### src/verilog/interrupt_arbiter_pkg.sv
package interrupt_arbiter_pkg;
  // Priority and source counts
  localparam int PRIO_W        = 3;
  localparam int NUM_LEVELS    = 8;
  localparam int LEVEL_NONE    = 8;    // Threshold when nothing is in service
  localparam int TOTAL_SMALL   = 49;   // Source totals per package variant
  localparam int TOTAL_MID     = 53;
  localparam int TOTAL_LARGE   = 58;
  localparam int NONMASK_SRC   = 2;    // Pin non-maskable plus watchdog
  localparam int MASK_MAX      = TOTAL_LARGE - NONMASK_SRC;
  localparam int IDX_W         = 6;
  localparam int EXT_PIN_NUM   = 8;
  localparam int EXT_FIRST_SRC = 1;    // External pins occupy default priorities 1 to 8
  localparam int FILTER_LEN    = 3;    // Samples that must agree before a level is accepted
  localparam int TRAP_IDX_W    = 5;

  // Exception codes and handler addresses
  localparam logic [15:0] CODE_RESET   = 16'h0000;
  localparam logic [15:0] CODE_NMI     = 16'h0010;
  localparam logic [15:0] CODE_WDT     = 16'h0020;
  localparam logic [15:0] CODE_TRAP_A  = 16'h0040;
  localparam logic [15:0] CODE_TRAP_B  = 16'h0050;
  localparam logic [15:0] CODE_TRAPX   = 16'h0060;
  localparam logic [15:0] CODE_MASK0   = 16'h0080;
  localparam logic [15:0] CODE_STEP    = 16'h0010;
  localparam logic [31:0] ADDR_RESET   = 32'h0000_0000;
  localparam logic [31:0] ADDR_NMI     = 32'h0000_0010;
  localparam logic [31:0] ADDR_WDT     = 32'h0000_0020;
  localparam logic [31:0] ADDR_TRAP_A  = 32'h0000_0040;
  localparam logic [31:0] ADDR_TRAP_B  = 32'h0000_0050;
  localparam logic [31:0] ADDR_TRAPX   = 32'h0000_0060;

  // Valid edge selection for external pins
  localparam logic [1:0] EDGE_NONE    = 2'h0;
  localparam logic [1:0] EDGE_RISE    = 2'h1;
  localparam logic [1:0] EDGE_FALL    = 2'h2;
  localparam logic [1:0] EDGE_BOTH    = 2'h3;

  typedef struct packed {
    logic [15:0] code;
    logic [31:0] handler;
  } vector_s;

  typedef enum logic {ST_IDLE, ST_OFFER} offer_e;
  typedef enum logic [2:0] {K_RESET, K_NMI, K_WDT, K_TRAP, K_TRAPX, K_MASK} kind_e;
endpackage

### src/verilog/interrupt_arbiter.sv
`timescale 1ns/1ns
module interrupt_arbiter #(
  parameter int VARIANT  = 2,                     // 0, 1 or 2 selects the source total
  parameter int FILT_LEN = interrupt_arbiter_pkg::FILTER_LEN   // Pin filter window in clocks
) (
  input  wire logic                                        clk,           // System clock
  input  wire logic                                        rst,           // Async reset
  input  wire logic                                        internal_reset_req, // Reset pulse
  input  wire logic                                        nmi_pin,       // NMI pin level
  input  wire logic [1:0]                                  nmi_edge_sel,  // NMI valid edge
  input  wire logic                                        watchdog_overflow_request, // Pulse
  input  wire logic [interrupt_arbiter_pkg::EXT_PIN_NUM-1:0]            ext_pin,       // External pins
  input  wire logic [2*interrupt_arbiter_pkg::EXT_PIN_NUM-1:0]          ext_edge_sel,  // Edge per pin
  input  wire logic [interrupt_arbiter_pkg::MASK_MAX-1:0]               periph_req,    // Peripheral pulses
  input  wire logic [interrupt_arbiter_pkg::MASK_MAX-1:0]               src_mask,      // 1 blocks source
  input  wire logic [interrupt_arbiter_pkg::MASK_MAX*interrupt_arbiter_pkg::PRIO_W-1:0] src_level,  // 0 is highest
  input  wire logic                                        soft_trap_req, // Trap pulse
  input  wire logic [interrupt_arbiter_pkg::TRAP_IDX_W-1:0]             soft_trap_index, // Trap number
  input  wire logic                                        illegal_opcode_trap, // Pulse
  input  wire logic                                        debug_trap,    // Pulse
  input  wire logic                                        cpu_ack,       // CPU takes offer
  input  wire logic                                        cpu_reti,      // Service ends
  output logic                                             exc_valid_r,   // Offer standing
  output interrupt_arbiter_pkg::vector_s                                vec_r,         // Code and handler
  output logic [31:0]                                      exception_cause_register, // Cause
  output logic [interrupt_arbiter_pkg::NUM_LEVELS-1:0]                  in_service_r   // Levels in service
);
  localparam int TOTAL   = (VARIANT == 0) ? interrupt_arbiter_pkg::TOTAL_SMALL :
                           (VARIANT == 1) ? interrupt_arbiter_pkg::TOTAL_MID : interrupt_arbiter_pkg::TOTAL_LARGE;
  localparam int PRESENT = TOTAL - interrupt_arbiter_pkg::NONMASK_SRC;

  logic [interrupt_arbiter_pkg::EXT_PIN_NUM-1:0] ext_pulse;
  logic                              nmi_pulse;
  logic [interrupt_arbiter_pkg::MASK_MAX-1:0]     src_event;
  logic [interrupt_arbiter_pkg::MASK_MAX-1:0]     present_mask;

  // Filter every external line through the same edge stage
  genvar g;
  generate
    for (g = 0; g < interrupt_arbiter_pkg::EXT_PIN_NUM; g++) begin : g_pin
      pin_edge_filter #(.FILT_LEN(FILT_LEN)) u_filt (
        .clk      (clk),
        .rst      (rst),
        .pin      (ext_pin[g]),
        .edge_sel (ext_edge_sel[2*g+1:2*g]),
        .pulse_r  (ext_pulse[g])
      );
    end
    for (g = 0; g < interrupt_arbiter_pkg::MASK_MAX; g++) begin : g_src
      // Pins replace the peripheral line at default priorities 1 to 8
      if (g >= interrupt_arbiter_pkg::EXT_FIRST_SRC && g < interrupt_arbiter_pkg::EXT_FIRST_SRC + interrupt_arbiter_pkg::EXT_PIN_NUM)
      begin : g_ext
        assign src_event[g] = ext_pulse[g-interrupt_arbiter_pkg::EXT_FIRST_SRC];
      end else begin : g_per
        assign src_event[g] = periph_req[g];
      end
      assign present_mask[g] = (g < PRESENT);
    end
  endgenerate

  pin_edge_filter #(.FILT_LEN(FILT_LEN)) u_nmi_filt (
    .clk      (clk),
    .rst      (rst),
    .pin      (nmi_pin),
    .edge_sel (nmi_edge_sel),
    .pulse_r  (nmi_pulse)
  );

  // Pending and offer state
  logic [interrupt_arbiter_pkg::MASK_MAX-1:0]   pend_r, pend_nxt;
  logic                            rst_pend_r, rst_pend_nxt;
  logic                            nmi_pend_r, nmi_pend_nxt;
  logic                            wdt_pend_r, wdt_pend_nxt;
  logic                            trap_pend_r, trap_pend_nxt;
  logic [interrupt_arbiter_pkg::TRAP_IDX_W-1:0] trap_idx_r, trap_idx_nxt;
  logic                            trapx_pend_r, trapx_pend_nxt;
  interrupt_arbiter_pkg::offer_e                state_r, state_nxt;
  interrupt_arbiter_pkg::kind_e                 kind_r, kind_nxt;
  logic [interrupt_arbiter_pkg::IDX_W-1:0]      idx_r, idx_nxt;
  logic                            valid_nxt;
  interrupt_arbiter_pkg::vector_s               vec_nxt;
  logic [31:0]                     cause_nxt;
  logic [interrupt_arbiter_pkg::NUM_LEVELS-1:0] isr_nxt;

  // Arbitration scratch
  logic                            best_hit;
  logic [interrupt_arbiter_pkg::IDX_W-1:0]      best_idx;
  logic [interrupt_arbiter_pkg::PRIO_W:0]       best_lvl;
  logic [interrupt_arbiter_pkg::PRIO_W:0]       cur_lvl;
  logic [interrupt_arbiter_pkg::PRIO_W:0]       lvl_i;
  logic [interrupt_arbiter_pkg::MASK_MAX-1:0]   mask_clr;
  logic [interrupt_arbiter_pkg::NUM_LEVELS-1:0] isr_work;

  // Next-state logic: event capture, winner choice, offer and acknowledge
  always_comb begin
    mask_clr       = '0;
    rst_pend_nxt   = rst_pend_r;
    nmi_pend_nxt   = nmi_pend_r;
    wdt_pend_nxt   = wdt_pend_r;
    trap_pend_nxt  = trap_pend_r;
    trap_idx_nxt   = trap_idx_r;
    trapx_pend_nxt = trapx_pend_r;
    state_nxt      = state_r;
    kind_nxt       = kind_r;
    idx_nxt        = idx_r;
    valid_nxt      = exc_valid_r;
    vec_nxt        = vec_r;
    cause_nxt      = exception_cause_register;
    isr_work       = in_service_r;
    best_hit       = 1'b0;
    best_idx       = '0;
    best_lvl       = interrupt_arbiter_pkg::PRIO_W'(0) + (interrupt_arbiter_pkg::PRIO_W+1)'(interrupt_arbiter_pkg::LEVEL_NONE);
    cur_lvl        = (interrupt_arbiter_pkg::PRIO_W+1)'(interrupt_arbiter_pkg::LEVEL_NONE);

    // End of service retires the most urgent level in service
    for (int l = interrupt_arbiter_pkg::NUM_LEVELS - 1; l >= 0; l--) begin
      if (in_service_r[l]) begin
        cur_lvl = (interrupt_arbiter_pkg::PRIO_W+1)'(l);
      end
    end
    if (cpu_reti && cur_lvl != (interrupt_arbiter_pkg::PRIO_W+1)'(interrupt_arbiter_pkg::LEVEL_NONE)) begin
      isr_work[cur_lvl[interrupt_arbiter_pkg::PRIO_W-1:0]] = 1'b0;
    end

    // Strict less-than keeps the lowest index on a level tie
    for (int i = 0; i < interrupt_arbiter_pkg::MASK_MAX; i++) begin
      lvl_i = {1'b0, src_level[i*interrupt_arbiter_pkg::PRIO_W +: interrupt_arbiter_pkg::PRIO_W]};
      if (pend_r[i] && !src_mask[i] && lvl_i < best_lvl) begin
        best_lvl = lvl_i;
        best_idx = interrupt_arbiter_pkg::IDX_W'(i);
      end
    end
    best_hit = (best_lvl < cur_lvl);

    unique case (state_r)
      interrupt_arbiter_pkg::ST_IDLE: begin
        // Fixed precedence: reset, pin NMI, watchdog, traps, then maskable
        state_nxt = interrupt_arbiter_pkg::ST_OFFER;
        valid_nxt = 1'b1;
        if (rst_pend_r) begin
          kind_nxt = interrupt_arbiter_pkg::K_RESET;
          vec_nxt  = '{code: interrupt_arbiter_pkg::CODE_RESET, handler: interrupt_arbiter_pkg::ADDR_RESET};
        end else if (nmi_pend_r) begin
          kind_nxt = interrupt_arbiter_pkg::K_NMI;
          vec_nxt  = '{code: interrupt_arbiter_pkg::CODE_NMI, handler: interrupt_arbiter_pkg::ADDR_NMI};
        end else if (wdt_pend_r) begin
          kind_nxt = interrupt_arbiter_pkg::K_WDT;
          vec_nxt  = '{code: interrupt_arbiter_pkg::CODE_WDT, handler: interrupt_arbiter_pkg::ADDR_WDT};
        end else if (trap_pend_r) begin
          kind_nxt = interrupt_arbiter_pkg::K_TRAP;
          if (trap_idx_r[interrupt_arbiter_pkg::TRAP_IDX_W-1]) begin
            vec_nxt = '{code: interrupt_arbiter_pkg::CODE_TRAP_B | {12'h000, trap_idx_r[3:0]},
                        handler: interrupt_arbiter_pkg::ADDR_TRAP_B};
          end else begin
            vec_nxt = '{code: interrupt_arbiter_pkg::CODE_TRAP_A | {12'h000, trap_idx_r[3:0]},
                        handler: interrupt_arbiter_pkg::ADDR_TRAP_A};
          end
        end else if (trapx_pend_r) begin
          kind_nxt = interrupt_arbiter_pkg::K_TRAPX;
          vec_nxt  = '{code: interrupt_arbiter_pkg::CODE_TRAPX, handler: interrupt_arbiter_pkg::ADDR_TRAPX};
        end else if (best_hit) begin
          kind_nxt     = interrupt_arbiter_pkg::K_MASK;
          idx_nxt      = best_idx;
          vec_nxt.code = interrupt_arbiter_pkg::CODE_MASK0 + 16'(best_idx) * interrupt_arbiter_pkg::CODE_STEP;
          vec_nxt.handler = {16'h0000, vec_nxt.code};
        end else begin
          state_nxt = interrupt_arbiter_pkg::ST_IDLE;
          valid_nxt = 1'b0;
        end
      end
      interrupt_arbiter_pkg::ST_OFFER: begin
        if (cpu_ack) begin
          state_nxt = interrupt_arbiter_pkg::ST_IDLE;
          valid_nxt = 1'b0;
          cause_nxt = {16'h0000, vec_r.code};
          unique case (kind_r)
            interrupt_arbiter_pkg::K_RESET: rst_pend_nxt   = 1'b0;
            interrupt_arbiter_pkg::K_NMI:   nmi_pend_nxt   = 1'b0;
            interrupt_arbiter_pkg::K_WDT:   wdt_pend_nxt   = 1'b0;
            interrupt_arbiter_pkg::K_TRAP:  trap_pend_nxt  = 1'b0;
            interrupt_arbiter_pkg::K_TRAPX: trapx_pend_nxt = 1'b0;
            interrupt_arbiter_pkg::K_MASK: begin
              mask_clr[idx_r] = 1'b1;
              isr_work[src_level[idx_r*interrupt_arbiter_pkg::PRIO_W +: interrupt_arbiter_pkg::PRIO_W]] = 1'b1;
            end
            default: ;
          endcase
        end
      end
    endcase

    // New events are applied last so a set wins over a same-cycle clear
    if (internal_reset_req) begin
      rst_pend_nxt = 1'b1;
    end
    if (nmi_pulse) begin
      nmi_pend_nxt = 1'b1;
    end
    if (watchdog_overflow_request) begin
      wdt_pend_nxt = 1'b1;
    end
    if (soft_trap_req) begin
      trap_pend_nxt = 1'b1;
      trap_idx_nxt  = soft_trap_index;
    end
    if (illegal_opcode_trap || debug_trap) begin
      trapx_pend_nxt = 1'b1;
    end
    pend_nxt = ((pend_r & ~mask_clr) | src_event) & present_mask;
    isr_nxt  = isr_work;
  end

  // Reset itself leaves a reset exception pending for the core
  always_ff @(posedge clk or posedge rst) begin
    if (rst) begin
      pend_r                   <= '0;
      rst_pend_r               <= 1'b1;
      nmi_pend_r               <= 1'b0;
      wdt_pend_r               <= 1'b0;
      trap_pend_r              <= 1'b0;
      trap_idx_r               <= '0;
      trapx_pend_r             <= 1'b0;
      state_r                  <= interrupt_arbiter_pkg::ST_IDLE;
      kind_r                   <= interrupt_arbiter_pkg::K_RESET;
      idx_r                    <= '0;
      exc_valid_r              <= 1'b0;
      vec_r                    <= '0;
      exception_cause_register <= '0;
      in_service_r             <= '0;
    end else begin
      pend_r                   <= pend_nxt;
      rst_pend_r               <= rst_pend_nxt;
      nmi_pend_r               <= nmi_pend_nxt;
      wdt_pend_r               <= wdt_pend_nxt;
      trap_pend_r              <= trap_pend_nxt;
      trap_idx_r               <= trap_idx_nxt;
      trapx_pend_r             <= trapx_pend_nxt;
      state_r                  <= state_nxt;
      kind_r                   <= kind_nxt;
      idx_r                    <= idx_nxt;
      exc_valid_r              <= valid_nxt;
      vec_r                    <= vec_nxt;
      exception_cause_register <= cause_nxt;
      in_service_r             <= isr_nxt;
    end
  end
endmodule

### src/verilog/pin_edge_filter.sv
`timescale 1ns/1ns
// Noise filter and valid-edge detector for one external request pin
module pin_edge_filter #(
  parameter int FILT_LEN = interrupt_arbiter_pkg::FILTER_LEN
) (
  input  wire logic       clk,      // System clock
  input  wire logic       rst,      // Async reset, active high
  input  wire logic       pin,      // Raw pin level
  input  wire logic [1:0] edge_sel, // Which edge counts
  output logic            pulse_r   // One-cycle valid-edge pulse
);
  logic [FILT_LEN-1:0] samp_r;
  logic [FILT_LEN-1:0] samp_nxt;
  logic                level_r;
  logic                level_nxt;
  logic                pulse_nxt;

  // Level only changes once all samples agree, so glitches shorter than the window vanish
  always_comb begin
    samp_nxt  = {samp_r[FILT_LEN-2:0], pin};
    level_nxt = level_r;
    pulse_nxt = 1'b0;
    if (&samp_r) begin
      level_nxt = 1'b1;
    end else if (~|samp_r) begin
      level_nxt = 1'b0;
    end
    if (level_nxt & ~level_r) begin
      pulse_nxt = edge_sel[0];
    end else if (~level_nxt & level_r) begin
      pulse_nxt = edge_sel[1];
    end
  end

  always_ff @(posedge clk or posedge rst) begin
    if (rst) begin
      samp_r  <= '0;
      level_r <= 1'b0;
      pulse_r <= 1'b0;
    end else begin
      samp_r  <= samp_nxt;
      level_r <= level_nxt;
      pulse_r <= pulse_nxt;
    end
  end
endmodule
### config.mk
export PLATFORM = sky130hd
export DESIGN_NAME = interrupt_arbiter
export DESIGN_NICKNAME = d
export VERILOG_FILES = /design/src/verilog/interrupt_arbiter_pkg.sv /design/src/verilog/interrupt_arbiter.sv /design/src/verilog/pin_edge_filter.sv
export SDC_FILE = /design/constraint.sdc
export NUM_CORES = 1
export LEC_CHECK = 0
export BUFFER_PORTS_ARGS = -buffer_cell sky130_fd_sc_hd__buf_4
export CAP_MARGIN = 20
export CORE_MARGIN = 2
export CORE_UTILIZATION = 57
export CTS_CLUSTER_SIZE = 14
export DETAILED_ROUTE_END_ITERATION = 8
export PLACE_DENSITY = 0.81
export SYNTH_ARGS = -nofsm -noshare
export SYNTH_HDL_FRONTEND = slang
export SYNTH_SLANG_ARGS = --single-unit
### constraint.sdc
create_clock -name clk -period 93.8 [get_ports clk]
set_input_delay 14.07 -clock clk [delete_from_list [all_inputs] [get_ports clk]]
set_output_delay 14.07 -clock clk [all_outputs]
set_load 0.01 [all_outputs]
==> impl_metrics.toml, run 1 <==
[run_status]
status = "finished, final reports clean"

[setup_path]
worst-setup-path-type = "in -> reg"
cp_slowest_cell = "o41a_2"
crit_path_max_fanout = 10
cp-end-kind = "register"
crit_top_cell = "ha_1"
slowest_delay_ns = 0.48
crit_path_start_kind = "input port"
worstPathArrival_ns = 88.72
worstPathRequired_ns = 94.15
r2r_cells = 391

[yosys]
async_flop_share = 1.00
ys.warnings.count = 0
synth-edff-count = 0
ys_seq_area_frac = 0.211
synthFlopType = "dfrtp_1"
synth_area_sq_um = 18000
ys_ff_latch = 152
syn-instance-count = 2222
yosys.cell_types.count = 160
syn_area_per_cell_sq_um = 8.12

[drt]
via_count = 19717
wl_met1_mm = 25.9
wl_met3_mm = 7.45
wl_mm = 67.1
drtIter0Drc = 2077
drtAntennaViolNets = 0
viasPerCell = 6.59
first_pass_iters = 9
avgRoutedWirePerCell_um = 22.5
drc_errors = 0
highest_layer = "met4"
dr_wl_met2_mm = 30.3

[timing]
setup_viol = 0
tightest_slew_ns = 1.23
holdWs_ns = 0.369
fmax_mhz = 11.3
final.setup_skew_ns = 0.0187
final_hold_viol_count = 0
fin_crit_sh = 0.942
relSlewSlack = 0.177
slew_violations = 0
fin_crit_ns = 88.37

[floorplanning]
die_area_sq_um = 33100
die_height_um = 182
dieWidth_um = 182
rows = 65
ios = 410
core_sq_um = 31400
start_util = 0.575

[global_routing]
antenna_found_initial = 3
track_usage = 0.395
grt_pass1_vias = 18617
grt_max_degree = 79
grt_pass1_wl_mm = 102
grt.overflow.total = 0

[clocking]
cts_buffers = 17
cts.reportedPaths.clkPinSlew_ns = 0.08
htreeDepth = 4
clockBufferDepth = 2
cts_sinks = 152
cts_root_buffer = "clkbuf_16"
clock_latency_ns = 0.47
cts_hold_buf = 0
cts_tree = "built"

[finish]
nFillCells = 2640
layout.cells.most_common = "buf_4"
drive_gt1_frac = 0.307
final-seq-area_sq_um = 3800
nets = 2961
synthToLayoutAreaGrowth_pct = 20.6
final_cell_mix = "377 x buf_4, 236 x nand2_1, 167 x nor2_1, 151 x dfrtp_1"
multi_input_comb_area_sq_um = 13400

[place]
gp_congestion = 0.985
dp_hpwl_mm = 52.3
io_buffers = 350

[job]
drv_cap = 0

[worst_hold_path]
min_path_type = "reg -> reg"
holdPathStages = 0
==> registers in the layout (all words and copies together), names as in the netlist <==
signal / flops
vec_r: 11
u_nmi_filt.level_r: 1
g_pin.u_filt.level_r: 8
trap_idx_r: 5
idx_r: 6
trap_pend_r: 1
rst_pend_r: 1
nmi_pend_r: 1
u_nmi_filt.samp_r: 3
pend_r: 56
g_pin.u_filt.pulse_r: 8
wdt_pend_r: 1
exception_cause_register: 11
kind_r: 3
trapx_pend_r: 1
in_service_r: 8
state_r: 1
g_pin.u_filt.samp_r: 24
exc_valid_r: 1
u_nmi_filt.pulse_r: 1
==> cells by family (layout without fill, tap and decap cells) <==
logic type / after synthesis / count (layout) / synth area share
compound gates: 847 / 847 / 0.362
fa+ha+maj: 80 / 80 / 0.0538
other cells: 1 / 53 / 0.000208
buf+inv: 227 / 541 / 0.0713
flops: 152 / 152 / 0.211
mux: 94 / 94 / 0.0611
simple gates: 821 / 821 / 0.241
==> worst paths after layout <==
| path | startpoint | to | slack, ns |
|---|---|---|---|
| worst min register to register | g_pin[4].u_filt.samp_r[1]$_DFF_PP0_ | g_pin[4].u_filt.samp_r[2]$_DFF_PP0_ | 0.37 |
| max in group asynchronous | rst | pend_r[15]$_DFF_PP0_ | 78.79 |
| min in group asynchronous | rst | exception_cause_register[10]$_DFFE_PP0P_ | 13.72 |
| worst min-delay path | g_pin[4].u_filt.samp_r[1]$_DFF_PP0_ | g_pin[4].u_filt.samp_r[2]$_DFF_PP0_ | 0.37 |
| worst max-delay path | src_mask[0] | idx_r[1]$_DFFE_PP0P_ | 5.43 |
| worst max register to register | pend_r[0]$_DFF_PP0_ | idx_r[1]$_DFFE_PP0P_ | 18.74 |
==> synthesized netlist by cell type (12+ instances only) <==
library cell	instances	area, sq um
nor2_1	175	657
o211ai_1	32	240
ha_1	67	838
nor3_1	41	205
o21bai_1	12	90.1
and2b_2	12	105
and2_2	22	165
nand2_1	236	886
o31ai_1	28	210
inv_1	124	465
a21oi_1	127	636
a31oi_1	26	163
o21ai_0	122	611
a21o_2	32	280
nand4_1	34	213
mux2_4	12	180
or2b_2	44	385
buf_4	59	443
a21o_1	77	578
or3_1	14	87.6
mux2_2	36	405
a22oi_1	52	390
nand2b_1	58	363
dfrtp_1	151	3780
clkbuf_8	12	165
mux2i_1	36	360
o22ai_1	33	206
clkbuf_1	19	71.3
nand3_1	50	250
o21ai_1	17	85.1
a211oi_1	21	158
or2_2	23	144
and2_1	13	81.3
o21a_1	19	143
==> routing by layer <==
| metal | track usage | up-vias |
|---|---|---|
| met2 | 0.641 | 1088 |
| met5 | 0 | - |
| met4 | 0.188 | 0 |
| met3 | 0.0969 | 228 |
| met1 | 0.495 | 9396 |
| li1 | - | 9005 |
==> through the flow <==
stage	util	instance area, sq um	setup slack [ns]	TNS (ns)	std cells
after floorplan	-	18200	11.54	0	2272
after global placement	0.659	20700	2.68	0	2936
after detailed placement	0.660	20700	1.32	0	2937
after CTS	0.680	21400	1.45	0	2969
after global routing	0.693	21800	-0.213	-2.11	2990
final	0.693	21800	5.43	0	2990
==> layout make-up <==
| class | count | area share |
|---|---|---|
| inverter | 127 | 0.0222 |
| sequential | 152 | 0.175 |
| clock buffer | 18 | 0.0202 |
| tap | 402 | 0.0231 |
| clock inverter | 14 | 0.00937 |
| antenna | 2 | 0.000230 |
| timing repair buffer | 382 | 0.134 |
| multi-input combinational | 1893 | 0.616 |
==> worst max-delay path: cells and delay by family <==
family / cells / cell delay (ns)
AO/OA/AOI/OAI: 159 / 32.13
multiplexers: 34 / 9.66
AND/OR/NAND/NOR: 108 / 16.43
buffers and inverters: 35 / 2.78
adder cells (fa/ha/maj): 56 / 13.42
==> timing repair <==
action	CTS	global route
endpoints found under the hold margin	0	0
buffers inserted	0	16
setup endpoints to repair	0	22
resized for setup	0	47
Power of run 1 is not shown: default switching activity piles up to over one toggle a cycle in this logic, so the estimate is an artifact.
==> run 2: changes to the inputs <==
==> constraint.sdc (replaced) <==
create_clock -name clk -period 98.4 [get_ports clk]
set_input_delay 14.76 -clock clk [delete_from_list [all_inputs] [get_ports clk]]
set_output_delay 14.76 -clock clk [all_outputs]
set_load 0.01 [all_outputs]
==> impl_metrics.toml, run 2 (synthesis results as in run 1) <==
[drt]
wl_met3_mm = 6.91
viasPerCell = 6.55
via_count = 19505
drtAntennaViolNets = 0
drtIter0Drc = 1847
first_pass_iters = 7
drc_errors = 0
avgRoutedWirePerCell_um = 22.1
highest_layer = "met4"
wl_mm = 65.7
dr_wl_met2_mm = 29.4
wl_met1_mm = 26.1

[clocking]
cts.reportedPaths.clkPinSlew_ns = 0.07
clock_latency_ns = 0.46
cts_tree = "built"
clockBufferDepth = 2
htreeDepth = 4
cts_sinks = 152
cts_root_buffer = "clkbuf_16"
cts_buffers = 17

[finish]
nFillCells = 2676
largest_register_ffs = 56
final_cell_mix = "364 x buf_4, 236 x nand2_1, 173 x nor2_1, 151 x dfrtp_1, 126 x a21oi_1"
drive_gt1_frac = 0.294
synthToLayoutAreaGrowth_pct = 18.5
largest-register = "pend_r"
layout.cells.most_common = "buf_4"
nets = 2946
reg_top3 = "pend_r x56, g_pin.u_filt.samp_r x24"

[timing]
fmax_mhz = 10.8
fin_crit_sh = 0.939
worst_slack_ns = 6.05
final.setup_skew_ns = 0.0176
final_hold_viol_count = 0
fin_crit_ns = 92.35
setup_viol = 0
relSlewSlack = 0.173
slew_violations = 0
tightest_slew_ns = 1.24

[setup_path]
worstPathRequired_ns = 98.74
crit_path_max_fanout = 10
worstPathArrival_ns = 92.69
cp_slowest_cell = "o41ai_4"
slowest_delay_ns = 0.53
crit_top_cell = "ha_1"
crit_path_start_kind = "input port"
cp-end-kind = "register"
worst-setup-path-type = "in -> reg"

[place]
dp_hpwl_mm = 52.2
io_buffers = 350
place_ws_ns = 5.21
gp_congestion = 0.984

[floorplanning]
die_height_um = 182
core_sq_um = 31400
dieWidth_um = 182
ios = 410
die_area_sq_um = 33100
rows = 65
start_util = 0.575

[global_routing]
grt.overflow.total = 0
grt_pass1_vias = 18558
antenna_found_initial = 4
track_usage = 0.389
grt_max_degree = 80
grt_pass1_wl_mm = 101

[run_status]
status = "finished, final reports clean"

[worst_hold_path]
min_path_type = "reg -> reg"

[job]
drv_cap = 0
-- run 2: changes by cell type in the layout (fill, tap and decap cells not counted), sizes merged --
| cell | before | now |
|---|---|---|
| bufinv | 2 | 0 |
| inv | 131 | 132 |
| clkinv | 6 | 7 |
| buf | 382 | 367 |
| clkbuf | 18 | 17 |
| diode | 2 | 3 |
| clkinvlp | 2 | 3 |
-- run 2: routing by layer --
| layer | track usage | vias up |
|---|---|---|
| li1 | - | 8969 |
| met1 | 0.494 | 9242 |
| met2 | 0.615 | 1094 |
| met3 | 0.0939 | 200 |
| met4 | 0.201 | 0 |
| met5 | 0 | - |
-- run 2: metrics by stage --
stage	util	cell area, sq um	std cells	TNS (ns)	hold slack [ns]
6_report	0.681	21400	2976	0	0.374
5_1_grt	0.681	21400	2976	-0.0500	0.380
4_1_cts	0.679	21300	2969	0	0.375
3_5_place_dp	0.660	20700	2937	0	0.361
3_3_place_gp	0.659	20700	2935	0	0.357
2_1_floorplan	-	18200	2272	0	0.354
-- run 2: layout make-up --
| type | instances | area (sq um) | share of cell area |
|---|---|---|---|
| clock inverters | 15 | 159 | 0.00743 |
| inverters | 127 | 483 | 0.0226 |
| diodes | 3 | 7.51 | 0.000351 |
| clock buffers | 17 | 425 | 0.0199 |
| repair buffers | 367 | 2780 | 0.130 |
| multi-input cells | 1893 | 13200 | 0.618 |
| well taps | 402 | 503 | 0.0235 |
| flip-flops and latches | 152 | 3800 | 0.178 |
-- run 2: repair_timing --
item	in CTS	in global routing
hold buffers	0	0
setup endpoints to repair	0	22
buffers inserted	0	4
resized for setup	0	11
-- run 2: worst paths after layout --
path / start / to / slack (ns) / cells past startpoint
worst min register to register: g_pin[3].u_filt.samp_r[1]$_DFF_PP0_ / g_pin[3].u_filt.samp_r[2]$_DFF_PP0_ / 0.37 / 0
max in group asynchronous: rst / pend_r[19]$_DFF_PP0_ / 82.40 / 3
worst max register to register: pend_r[0]$_DFF_PP0_ / idx_r[1]$_DFFE_PP0P_ / 20.06 / 384
worst max-delay path: src_mask[0] / idx_r[1]$_DFFE_PP0P_ / 6.05 / 385
min in group asynchronous: rst / u_nmi_filt.samp_r[0]$_DFF_PP0_ / 14.43 / 2
worst min-delay path: g_pin[3].u_filt.samp_r[1]$_DFF_PP0_ / g_pin[3].u_filt.samp_r[2]$_DFF_PP0_ / 0.37 / 0
-- run 2: worst max-delay path: cells and delay by family --
kind / cells / cell delay [ns]
AO/OA/AOI/OAI: 158 / 35.13
AND/OR/NAND/NOR: 103 / 16.38
adder cells (fa/ha/maj): 56 / 13.58
multiplexers: 34 / 10.05
buffers and inverters: 34 / 2.61
Power of run 2 is left out for the same reason.
